<file path="config.mk">
export PLATFORM = sky130hd
export DESIGN_NAME = queued_pulse_width_meter
export DESIGN_NICKNAME = d
export VERILOG_FILES = /design/src/pulse_meter_pkg.sv /design/src/pm_clock_gen.sv /design/src/pm_noise_filter.sv /design/src/queued_pulse_width_meter.sv
export VERILOG_INCLUDE_DIRS = /design/src
export SDC_FILE = /design/constraint.sdc
export NUM_CORES = 1
export LEC_CHECK = 0
export ABC_AREA = 1
export BUFFER_PORTS_ARGS = -buffer_cell sky130_fd_sc_hd__buf_4
export CORE_MARGIN = 1
export CORE_UTILIZATION = 50
export CTS_BUF_LIST = sky130_fd_sc_hd__clkbuf_8
export DETAILED_ROUTE_END_ITERATION = 8
export PLACE_DENSITY = 0.83
export SYNTH_ARGS = -nofsm -noshare
export SYNTH_HDL_FRONTEND = slang
export SYNTH_SLANG_ARGS = --single-unit
</file>
<file path="constraint.sdc">
create_clock -name core_clk_in -period 4.25 [get_ports core_clk_in]
set_input_delay 0.6375 -clock core_clk_in [delete_from_list [all_inputs] [get_ports core_clk_in]]
set_output_delay 0.6375 -clock core_clk_in [all_outputs]
set_load 0.01 [all_outputs]
</file>
<file path="src/pulse_meter_cfg.svh">
`ifndef PULSE_METER_CFG_SVH
`define PULSE_METER_CFG_SVH

// ----------------------------------------
// Register word indices (byte address = 4 * index)
// ----------------------------------------
`define PM_CTRL_IDX      6'h0d
`define PM_STAT_IDX      6'h0e
`define PM_DATA_IDX      6'h0f
`define PM_ADDR_LANE     2'h0

// ----------------------------------------
// Reset values
// ----------------------------------------
`define PM_CTRL_RST      8'h0f

// ----------------------------------------
// Status bit positions
// ----------------------------------------
`define PM_ST_IRQ_EN     5

// ----------------------------------------
// Prescaler masks (divide ratio - 1)
// ----------------------------------------
`define PM_DIV16_MASK    9'h00f
`define PM_DIV32_MASK    9'h01f
`define PM_DIV64_MASK    9'h03f
`define PM_DIV128_MASK   9'h07f
`define PM_DIV512_MASK   9'h1ff
`define PM_PRESC_ONE     9'h001
`define PM_SEL_LF        2'h3

// ----------------------------------------
// Counter and queue
// ----------------------------------------
`define PM_CNT_MAX       8'hff
`define PM_CNT_ONE       8'h01
`define PM_QUEUE_DEPTH   6
`define PM_IRQ_FILL      4

`endif

</file>
<file path="src/pulse_meter_pkg.sv">
package pulse_meter_pkg;

  // Control register image, bit 7 first
  typedef struct packed {
    logic       enable;
    logic       edge_mode;
    logic       irq_src;
    logic       invert;
    logic [1:0] cnt_sel;
    logic [1:0] filt_sel;
  } ctrl_s;

  typedef struct packed {
    logic        psel;
    logic        penable;
    logic        pwrite;
    logic [7:0]  paddr;
    logic [31:0] pwdata;
  } apb_req_s;

  typedef struct packed {
    logic        pready;
    logic        pslverr;
    logic [31:0] prdata;
  } apb_rsp_s;

  typedef enum logic {
    ph_idle,
    ph_ack
  } apb_phase_e;

endpackage

</file>
<file path="src/pm_clock_gen.sv">
`timescale 1ns/1ps
`include "pulse_meter_cfg.svh"

module pm_clock_gen (
  input  wire logic       core_clk_in,
  input  wire logic       reset_in,
  input  wire logic       run_in,
  input  wire logic       stop_in,
  input  wire logic       lf_osc_in,
  input  wire logic [1:0] filt_sel_in,
  input  wire logic [1:0] cnt_sel_in,
  output logic            filt_tick_out,
  output logic            cnt_tick_out
);

  typedef struct packed {
    logic [8:0] presc;
    logic       lf_s1;
    logic       lf_s2;
    logic       lf_prev;
    logic       lf_half;
    logic       filt_tick;
    logic       cnt_tick;
  } gen_s;

  gen_s s;
  gen_s next_s;
  logic       lf_mode;
  logic       active;
  logic       lf_rise;
  logic [8:0] fmask;
  logic [8:0] cmask;

  always_comb begin
    next_s = s;
    next_s.lf_s1 = lf_osc_in;
    next_s.lf_s2 = s.lf_s1;
    next_s.lf_prev = s.lf_s2;
    lf_rise = s.lf_s2 & ~s.lf_prev;
    lf_mode = (filt_sel_in == `PM_SEL_LF);
    active = run_in & ~(stop_in & ~lf_mode);
    case (filt_sel_in)
      2'h0: fmask = `PM_DIV16_MASK;
      2'h1: fmask = `PM_DIV32_MASK;
      default: fmask = `PM_DIV64_MASK;
    endcase
    case (cnt_sel_in)
      2'h0: cmask = `PM_DIV32_MASK;
      2'h1: cmask = `PM_DIV64_MASK;
      2'h2: cmask = `PM_DIV128_MASK;
      default: cmask = `PM_DIV512_MASK;
    endcase
    next_s.presc = active ? s.presc + `PM_PRESC_ONE : '0;
    if (lf_mode) begin
      next_s.filt_tick = active & lf_rise;
      next_s.cnt_tick = active & lf_rise & s.lf_half;
      if (active & lf_rise) begin
        next_s.lf_half = ~s.lf_half;
      end
    end else begin
      next_s.filt_tick = active & ((s.presc & fmask) == fmask);
      next_s.cnt_tick = active & ((s.presc & cmask) == cmask);
    end
    if (!active) begin
      next_s.lf_half = 1'b0;
    end
  end

  always_ff @(posedge core_clk_in) begin
    if (reset_in) begin
      s <= '0;
    end else begin
      s <= next_s;
    end
  end

  assign filt_tick_out = s.filt_tick;
  assign cnt_tick_out  = s.cnt_tick;

endmodule

</file>
<file path="src/pm_noise_filter.sv">
`timescale 1ns/1ps

module pm_noise_filter #(
  parameter int TAPS = 3
) (
  input  wire logic core_clk_in,
  input  wire logic reset_in,
  input  wire logic pin_in,
  input  wire logic run_in,
  input  wire logic invert_in,
  input  wire logic tick_in,
  output logic      sync_out,
  output logic      level_out
);

  generate
    if (TAPS < 2) begin : g_bad_taps
      $error("pm_noise_filter needs at least two taps");
    end
  endgenerate

  typedef struct packed {
    logic            s1;
    logic            s2;
    logic [TAPS-1:0] hist;
    logic            level;
  } filt_s;

  filt_s s;
  filt_s next_s;
  logic  samp;

  // ----------------------------------------
  // Level changes only after TAPS equal samples, or clears while run_in is low
  // ----------------------------------------
  always_comb begin
    next_s = s;
    next_s.s1 = pin_in;
    next_s.s2 = s.s1;
    samp = s.s2 ^ invert_in;
    if (!run_in) begin
      next_s.hist = '0;
      next_s.level = 1'b0;
    end else if (tick_in) begin
      next_s.hist = {s.hist[TAPS-2:0], samp};
      if (&next_s.hist) begin
        next_s.level = 1'b1;
      end else if (~|next_s.hist) begin
        next_s.level = 1'b0;
      end
    end
  end

  always_ff @(posedge core_clk_in) begin
    if (reset_in) begin
      s <= '0;
    end else begin
      s <= next_s;
    end
  end

  assign sync_out  = s.s2;
  assign level_out = s.level;

endmodule

</file>
<file path="src/queued_pulse_width_meter.sv">
// Behaviour
// - Stop mode runs only on low-frequency clock
// - Control byte layout, resets to 0x0f
// - Disabled: clocks stop, queue and flags reset
// - Enabled: shared pin becomes pulse input
// - Edge mode: both phases or full period
// - Irq flag on rising edge or four stored
// - Invert input when input_invert set
// - Level bit updates after queue read, clears when disabled
// - Status bit 6 shows filter output
// - irq_enable gates the interrupt request
// - Overflow flag set, cleared by disabling
// - Status read then data access clears flag
// - Overflow also requests interrupt, gated by irq_enable
// - Overrun set on store into full queue
// - Full flag clears on read or disable
// - Empty flag resets set, clears on store
// - Data register returns oldest queued width
// - Counter start, store, restart, halt, resume
// - Six-entry queue, last slot overwritten
// - Filter and counter clock selection
`timescale 1ns/1ps
`include "pulse_meter_cfg.svh"

module queued_pulse_width_meter #(
  parameter int DEPTH = `PM_QUEUE_DEPTH,
  parameter int TAPS  = 3
) (
  input  wire logic                     core_clk_in,
  input  wire logic                     reset_in,
  input  wire pulse_meter_pkg::apb_req_s apb_in,
  output pulse_meter_pkg::apb_rsp_s      apb_out,
  input  wire logic                     stop_mode_in,
  input  wire logic                     low_freq_osc_in,
  input  wire logic                     port_a_line7_in,
  input  wire logic                     gpio_out_in,
  input  wire logic                     gpio_oe_in,
  output logic                          port_a_line7_out,
  output logic                          port_a_line7_oe_out,
  output logic                          port_a_line7_read_out,
  output logic                          irq_out
);

  localparam int QW = $clog2(DEPTH + 1);

  generate
    if (DEPTH < `PM_IRQ_FILL) begin : g_bad_depth
      $error("queue depth must hold the fill threshold");
    end
  endgenerate

  // ----------------------------------------
  // State
  // ----------------------------------------
  typedef struct packed {
    pulse_meter_pkg::apb_phase_e phase;
    logic                        pready;
    logic                        pslverr;
    logic [7:0]                  prdata;
    pulse_meter_pkg::ctrl_s      ctrl;
    logic                        irq_en;
    logic                        ovf;
    logic                        irqf;
    logic                        queue_overrun_flag;
    logic                        armed;
    logic                        pl;
    logic [7:0]                  count;
    logic                        running;
    logic                        halted;
    logic                        prev_lvl;
    logic [QW-1:0]               qcnt;
    logic [DEPTH-1:0][8:0]       queue;
    logic                        irq;
    logic                        pin_out;
    logic                        pin_oe;
    logic                        pin_rd;
  } meter_s;

  meter_s s;
  meter_s next_s;

  logic          filt_tick;
  logic          cnt_tick;
  logic          sync_lvl;
  logic          lvl;
  logic          access;
  logic          complete;
  logic          sel_ctrl;
  logic          sel_stat;
  logic          sel_data;
  logic          rise;
  logic          fall;
  logic          meas_edge;
  logic          store;
  logic          fill_hit;
  logic [QW-1:0] qafter;
  logic [7:0]    status;

  // ----------------------------------------
  // Clock sources and noise filter
  // ----------------------------------------
  pm_clock_gen u_clock_gen (
    .core_clk_in   (core_clk_in),
    .reset_in      (reset_in),
    .run_in        (s.ctrl.enable),
    .stop_in       (stop_mode_in),
    .lf_osc_in     (low_freq_osc_in),
    .filt_sel_in   (s.ctrl.filt_sel),
    .cnt_sel_in    (s.ctrl.cnt_sel),
    .filt_tick_out (filt_tick),
    .cnt_tick_out  (cnt_tick)
  );

  pm_noise_filter #(
    .TAPS (TAPS)
  ) u_noise_filter (
    .core_clk_in (core_clk_in),
    .reset_in    (reset_in),
    .pin_in      (port_a_line7_in),
    .run_in      (s.ctrl.enable),
    .invert_in   (s.ctrl.invert),
    .tick_in     (filt_tick),
    .sync_out    (sync_lvl),
    .level_out   (lvl)
  );

  // ----------------------------------------
  // Next state
  // ----------------------------------------
  always_comb begin
    next_s = s;
    status = {s.pl, lvl, s.irq_en, s.ovf, s.irqf, s.queue_overrun_flag,
              s.qcnt == QW'(DEPTH), s.qcnt == '0};

    // Shared pin: port drives it only while the meter is off
    next_s.pin_oe = ~s.ctrl.enable & gpio_oe_in;
    next_s.pin_out = gpio_out_in;
    next_s.pin_rd = sync_lvl;

    // Register bus: setup, one wait cycle, then ready
    access = apb_in.psel & apb_in.penable;
    complete = access & (s.phase == pulse_meter_pkg::ph_ack);
    sel_ctrl = (apb_in.paddr[7:2] == `PM_CTRL_IDX) & (apb_in.paddr[1:0] == `PM_ADDR_LANE);
    sel_stat = (apb_in.paddr[7:2] == `PM_STAT_IDX) & (apb_in.paddr[1:0] == `PM_ADDR_LANE);
    sel_data = (apb_in.paddr[7:2] == `PM_DATA_IDX) & (apb_in.paddr[1:0] == `PM_ADDR_LANE);
    case (s.phase)
      pulse_meter_pkg::ph_idle: begin
        if (access) begin
          next_s.phase = pulse_meter_pkg::ph_ack;
          next_s.pready = 1'b1;
          next_s.pslverr = ~(sel_ctrl | sel_stat | sel_data);
          if (apb_in.pwrite || !(sel_ctrl | sel_stat | sel_data)) begin
            next_s.prdata = '0;
          end else if (sel_ctrl) begin
            next_s.prdata = s.ctrl;
          end else if (sel_stat) begin
            next_s.prdata = status;
          end else begin
            next_s.prdata = s.queue[0][7:0];
          end
        end
      end
      pulse_meter_pkg::ph_ack: begin
        next_s.phase = pulse_meter_pkg::ph_idle;
        next_s.pready = 1'b0;
        next_s.pslverr = 1'b0;
      end
      default: begin
        next_s.phase = pulse_meter_pkg::ph_idle;
        next_s.pready = 1'b0;
      end
    endcase

    if (complete && apb_in.pwrite && sel_ctrl) begin
      next_s.ctrl = pulse_meter_pkg::ctrl_s'(apb_in.pwdata[7:0]);
    end
    if (complete && apb_in.pwrite && sel_stat) begin
      next_s.irq_en = apb_in.pwdata[`PM_ST_IRQ_EN];
    end

    // Edge detection on the filtered level
    rise = lvl & ~s.prev_lvl;
    fall = ~lvl & s.prev_lvl;
    next_s.prev_lvl = lvl;
    meas_edge = s.ctrl.edge_mode ? (rise | fall) : rise;

    // Width counter
    store = 1'b0;
    if (meas_edge) begin
      store = s.running & ~s.halted;
      next_s.count = '0;
      next_s.running = 1'b1;
      next_s.halted = 1'b0;
    end else if (fall && s.halted) begin
      next_s.count = '0;
      next_s.halted = 1'b0;
    end else if (cnt_tick && s.running && !s.halted) begin
      if (s.count == `PM_CNT_MAX) begin
        next_s.halted = 1'b1;
        next_s.ovf = 1'b1;
      end else begin
        next_s.count = s.count + `PM_CNT_ONE;
      end
    end

    // Queue: pop on data read, then push a finished width
    qafter = s.qcnt;
    if (complete && !apb_in.pwrite && sel_data && s.qcnt != '0) begin
      next_s.pl = s.queue[0][8];
      for (int i = 0; i < DEPTH - 1; i++) begin
        next_s.queue[i] = s.queue[i+1];
      end
      qafter = s.qcnt - QW'(1);
    end
    next_s.qcnt = qafter;
    fill_hit = 1'b0;
    if (store) begin
      if (qafter == QW'(DEPTH)) begin
        next_s.queue[DEPTH-1] = {s.prev_lvl, s.count};
        next_s.queue_overrun_flag = 1'b1;
      end else begin
        next_s.queue[qafter] = {s.prev_lvl, s.count};
        next_s.qcnt = qafter + QW'(1);
        fill_hit = (qafter + QW'(1)) == QW'(`PM_IRQ_FILL);
      end
    end

    // Interrupt flag: clear by status read then data access, set wins
    if (complete && sel_data && s.armed) begin
      next_s.irqf = 1'b0;
      next_s.armed = 1'b0;
    end
    if (complete && !apb_in.pwrite && sel_stat && s.irqf) begin
      next_s.armed = 1'b1;
    end
    if (s.ctrl.irq_src ? rise : fill_hit) begin
      next_s.irqf = 1'b1;
    end
    next_s.irq = s.irq_en & (s.irqf | s.ovf);

    // Disabled: counter stopped, queue emptied, flags at reset
    if (!s.ctrl.enable) begin
      next_s.ovf = 1'b0;
      next_s.irqf = 1'b0;
      next_s.armed = 1'b0;
      next_s.queue_overrun_flag = 1'b0;
      next_s.pl = 1'b0;
      next_s.qcnt = '0;
      next_s.count = '0;
      next_s.running = 1'b0;
      next_s.halted = 1'b0;
    end
  end

  // ----------------------------------------
  // Registers
  // ----------------------------------------
  always_ff @(posedge core_clk_in) begin
    if (reset_in) begin
      s <= '0;
      s.ctrl <= pulse_meter_pkg::ctrl_s'(`PM_CTRL_RST);
    end else begin
      s <= next_s;
    end
  end

  // ----------------------------------------
  // Outputs
  // ----------------------------------------
  assign apb_out.pready        = s.pready;
  assign apb_out.pslverr       = s.pslverr;
  assign apb_out.prdata        = {24'h000000, s.prdata};
  assign port_a_line7_out      = s.pin_out;
  assign port_a_line7_oe_out   = s.pin_oe;
  assign port_a_line7_read_out = s.pin_rd;
  assign irq_out               = s.irq;

endmodule

</file>
### After elaboration in Yosys (flattened, before gate mapping)

Index checks and enable logic that the tools add are counted.

| word-level totals | value |
|---|---|
| register bits | 117 |
| input port bits | 50 |
| output and inout bits | 38 |
| logic and storage cells | 165 |

| operators by class | value |
|---|---|
| add/subtract/negate cells | 4 |
| order comparisons | 2 |
| eq/ne operators | 15 |
| multiplexer cells | 27 |
| bitwise gates (word level) | 38 |
| reduce and logical (&&, ||, !) cells | 37 |

Operators by type and width:

| operator | number |
|---|---|
| 2-to-1 mux 45 bit | 2 |
| 2-to-1 mux 57 bit | 1 |
| bitwise mux 54 bit | 1 |
| demux 9 bit (select 3 bit) | 1 |
| case mux 9 bit (3 select lines) | 1 |
| 2-to-1 mux 8 bit | 3 |
| equality test 6 x 4 -> 1 bit (second input constant) | 3 |
| 2-to-1 mux 9 bit | 2 |
| AND 1 bit | 17 |
| logical AND 1 bit | 14 |
| inverter 1 bit | 14 |
| case mux 6 bit (2 select lines) | 1 |
| AND reduction 2 bit | 6 |
| 2-to-1 mux 11 bit | 1 |
| 2-to-1 mux 1 bit | 10 |
| adder 9 x 1 -> 9 bit (second input constant) | 1 |
| AND 9 x 6 -> 9 bit | 1 |
| AND 9 bit | 1 |
| equality test 3 bit (second input constant) | 3 |
| equality test 9 x 6 -> 1 bit | 1 |
| equality test 9 bit | 1 |
| adder 8 x 1 -> 8 bit (second input constant) | 1 |
| equality test 8 bit (second input constant) | 1 |
| logical NOT 2 bit | 3 |
| other kinds (23) | 33 |

### Longest topological paths before layout

| logic depth | value |
|---|---|
| word-level depth | 13 |
| mapped depth | 14 |
| depth with buffers taken out | 13 |

### Modules after synthesis

Synthesis repeated with hierarchy kept, for this count alone.

| unflattened totals | value |
|---|---|
| cells, all modules | 866 |
| area, all modules | 6014.5 um^2 |

By module, submodules not included:

| module | instances | cells each | area each (um^2) | seq. area each (um^2) |
|---|---|---|---|---|
| queued_pulse_width_meter | 1 | 748 | 5109.9 | 1941.9 |
| pm_clock_gen | 1 | 85 | 688.2 | 300.3 |
| pm_noise_filter | 1 | 33 | 216.5 | 100.1 |

### Least setup slack after synthesis

OpenSTA, ideal clock, no wires.

| timing path | value |
|---|---|
| kind | input port to flip-flop |
| start point | in apb_in[39] in the netlist's numbering |
| end point | reg (tool-made name) |
| setup time | 0.113 ns |
| data arrival time | 2.119 ns |
| data required time | 4.137 ns |
| slack | 2.018 ns |
| stages | 12 |
| buffers on the path | 1 |
| path through | nor2_2 > nand2_2 > nor2_8 > nand3_4 > nand2_2 > nand2_2 > ha_1 > nand3_1 > clkbuf_1 > nand3_1 > nand2_1 > nor2_1 |

RTL lines:

| what | RTL line | source |
|---|---|---|
| from (decl) | queued_pulse_width_meter.sv:31 | `input wire pulse_meter_pkg::apb_req_s apb_in,` |

==> results.txt <==
max incr delay on CP - 0.39 ns
initial antenna violation count - 0
CTS tree - yes
synth warn - 0
worst vdd ir - 213 uV
FMAX - 368 MHz
post-synthesis register bit count - 117
number of flops mapped to enable cells by yosys - 0
switching power - 0.515 mW
CP required - 4.61 ns
count of final setup violators - 0
# port buffers - 39
GRT overflow - 0
DP Cell Count - 980
area of the multi-input gates - 0.00270 mm2
vias per cell - 5.01
nets - 918
Setup TNS Final - 0 ns
slowest cell on the critical path - dfxtp_1
Avg Cell Area, Syn - 6.92 um2
area grow syn2layout - 10.1%
Die Y - 110 um
Final ANT Viol Nets - 0
post-CTS setup buffer count - 0
worst path arrival time - 3.08 ns
worst slew pin tran - 0.716 ns
Worst Hold End - u_clock_gen.next_s[4]
met2 wire length - 5420 um
most frequent cells in the layout - nor2_1, nand2_1, dfxtp_1
r2r setup slk - 1.53 ns
RSZ-0062 raised after global routing - no
register area share after synthesis - 0.404
Internal - 1.71 mW
drc violations - 0
final setup margin - 1.53 ns
largest cells by area after synthesis - dfxtp_1, nor2_1, nand2_1, o21ai_0, inv_1
initial DRC count - 380
cells on worst reg2reg path - 12
Buffers & Inverters on Critical Path - 2
Hold Slack - 0.412 ns
vias in the first global route - 4556
hpwl dp - 8060 um
drt wl/cell - 11.8 um
Largest delay share family, worst path - simple AND/OR/NAND/NOR gates
M1 WL - 5550 um
combinational share of power - 0.028
I/O pins - 88
crit start category - register
TritonCTS Sinks - 117
Root Driver - clkbuf_8
largest net degree at the start of global routing - 88
gr usage total - 0.216
outcome - finished, final reports clean
crit path cell chain - inv_1 > ha_1 > nand2_1 > nand3_4 > nand2_2 > nand2_2 > ha_1 > nand3_1 > inv_1 > nor2_2 > nor2_1 > nor2_1
Net Sw Frac - 0.232
share of cells above drive strength 1 - 0.125
via count - 5065
Max-Cap Viols - 0
Crit path depth - 12
Final Non-Filler Cells - 1011
worst hold start - low_freq_osc_in
Core Footprint - 0.0111 mm2
CP endpoint kind - register
Hold Crit Depth - 3
pre-CTS WS - 1.28 ns
first-pass GRT wire length - 20300 um
row cnt - 38
WL met3 - 698 um
Initial Utilization - 0.524
clk_lat worst skew - 0.43 ns
Post-synth ARST share - 0
drt pass-1 iters - 5
Die ar. - 0.0120 mm2
Setup CP Type - register to register
fillers - 1023
Max Used Layer - met4
Leakage - 2.81 nW
Slew HR - 0.523
clk_skew - 0.0125 ns
min Tclk post-route - 2.72 ns
Synth Flop Type - dfxtp_1
n_diodes - 0
RR Startpoint - s[58]
Cell variety after synth - 42
post-synth top area cell - dfxtp_1
Final Max Slew Viols - 0
final wirelength - 12000 um
Final Cycle Share - 0.640
mapped cell area - 0.00580 mm2
Final Hold Fails - 0
fin util - 0.577
Clk pin slew, worst setup/hold paths - 0.08 ns
Yosys top cell area share - 0.404
Mapped Cells - 839
Pwr Density - 348 mW/mm2
quantity of hold-fixing buffers added after cts - 0
sequential group share of total power - 0.496
H-tree depth - 4
Sequential cell area - 0.00234 mm2
worst min path class - input port to register
most common cell after layout, fill and taps aside - nor2_1
Die Wd - 110 um
Post-CTS Resized - 0
Clock Path Buffers - 2
GP Congestion - 0.833
total CTS buffers - 17
CP Max Fanout - 11
Clk pwr share - 0.476
==> flip-flops by register name (all words and copies together) (netlist names), named ones only <==
name,flops
s,74
u_clock_gen.s,11
apb_out,10
u_clock_gen.next_s,2
u_noise_filter.s,2
irq_out,1
port_a_line7_oe_out,1
port_a_line7_out,1
port_a_line7_read_out,1
u_clock_gen.cnt_tick_out,1
u_clock_gen.filt_tick_out,1
u_noise_filter.level_out,1
u_noise_filter.next_s,1
u_noise_filter.sync_out,1
==> kinds of logic (layout without fill, tap and decap cells) <==
family	count (synthesis)	in the layout	synth area share
adders and majority gates	9	9	0.0194
AOI/OAI and AO/OA	157	157	0.143
xor gates and xnor gates	4	4	0.00604
and+or+nand+nor	368	368	0.282
buffers and inverters	183	192	0.146
DFF	117	117	0.404
other	1	24	0.000646
==> worst max-delay path by stage <==
stage	start	to	slack [ns]
finish	s[58]	register	1.53
global route	s[58]	register	1.26
CTS	s[58]	register	1.51
detailed placement	apb_in[39]	register	1.28
global placement	apb_in[39]	register	1.33
floorplan	apb_in[39]	register	2.02
==> layer usage <==
layer | vias up | global-route usage
met5 | - | 0
met2 | 163 | 0.346
met4 | 0 | 0.0962
met3 | 19 | 0.0486
li1 | 2625 | -
met1 | 2258 | 0.276
==> power groups by stage <==
stage | clock [mW] | sequential (mW) | combinational, mW
2_1_floorplan | 0 | 1.13 | 0.0527
3_3_place_gp | 0 | 1.13 | 0.0619
6_report | 1.06 | 1.10 | 0.0631
3_5_place_dp | 0 | 1.13 | 0.0624
4_1_cts | 1.07 | 1.10 | 0.0626
5_1_grt | 1.13 | 1.10 | 0.0713
==> per-stage QoR <==
stage / area [um2] / total power, mW
global placement: 5980 / 1.19
CTS: 6390 / 2.23
detailed placement: 5980 / 1.19
global route: 6390 / 2.31
finish: 6390 / 2.22
floorplan: 5890 / 1.18
==> cell usage after synthesis (all sizes together), types with 2 or more instances <==
library cell  number
o21ai            106
nor3               8
a21oi             35
nand4              7
dfxtp            117
or2                3
buf               47
clkbuf            16
nand2            150
ha                 9
xnor2              2
nor4               2
o211ai            11
nor2             159
inv              119
nand3             37
xor2               2
==> cell type report <==
| type | instances | area share |
|---|---|---|
| sequential | 117 | 0.367 |
| multi-input combinational | 562 | 0.423 |
| clock inverter | 14 | 0.0278 |
| inverter | 120 | 0.0705 |
| clock buffer | 17 | 0.0366 |
| tap | 140 | 0.0274 |
| timing repair buffer | 41 | 0.0482 |
==> worst min-delay path: cells and delay by family <==
kind / cells / cell delay, ns
buffers and inverters: 2 / 0.11
and+or+nand+nor: 1 / 0.07
(Power assumes the default switching activity.)
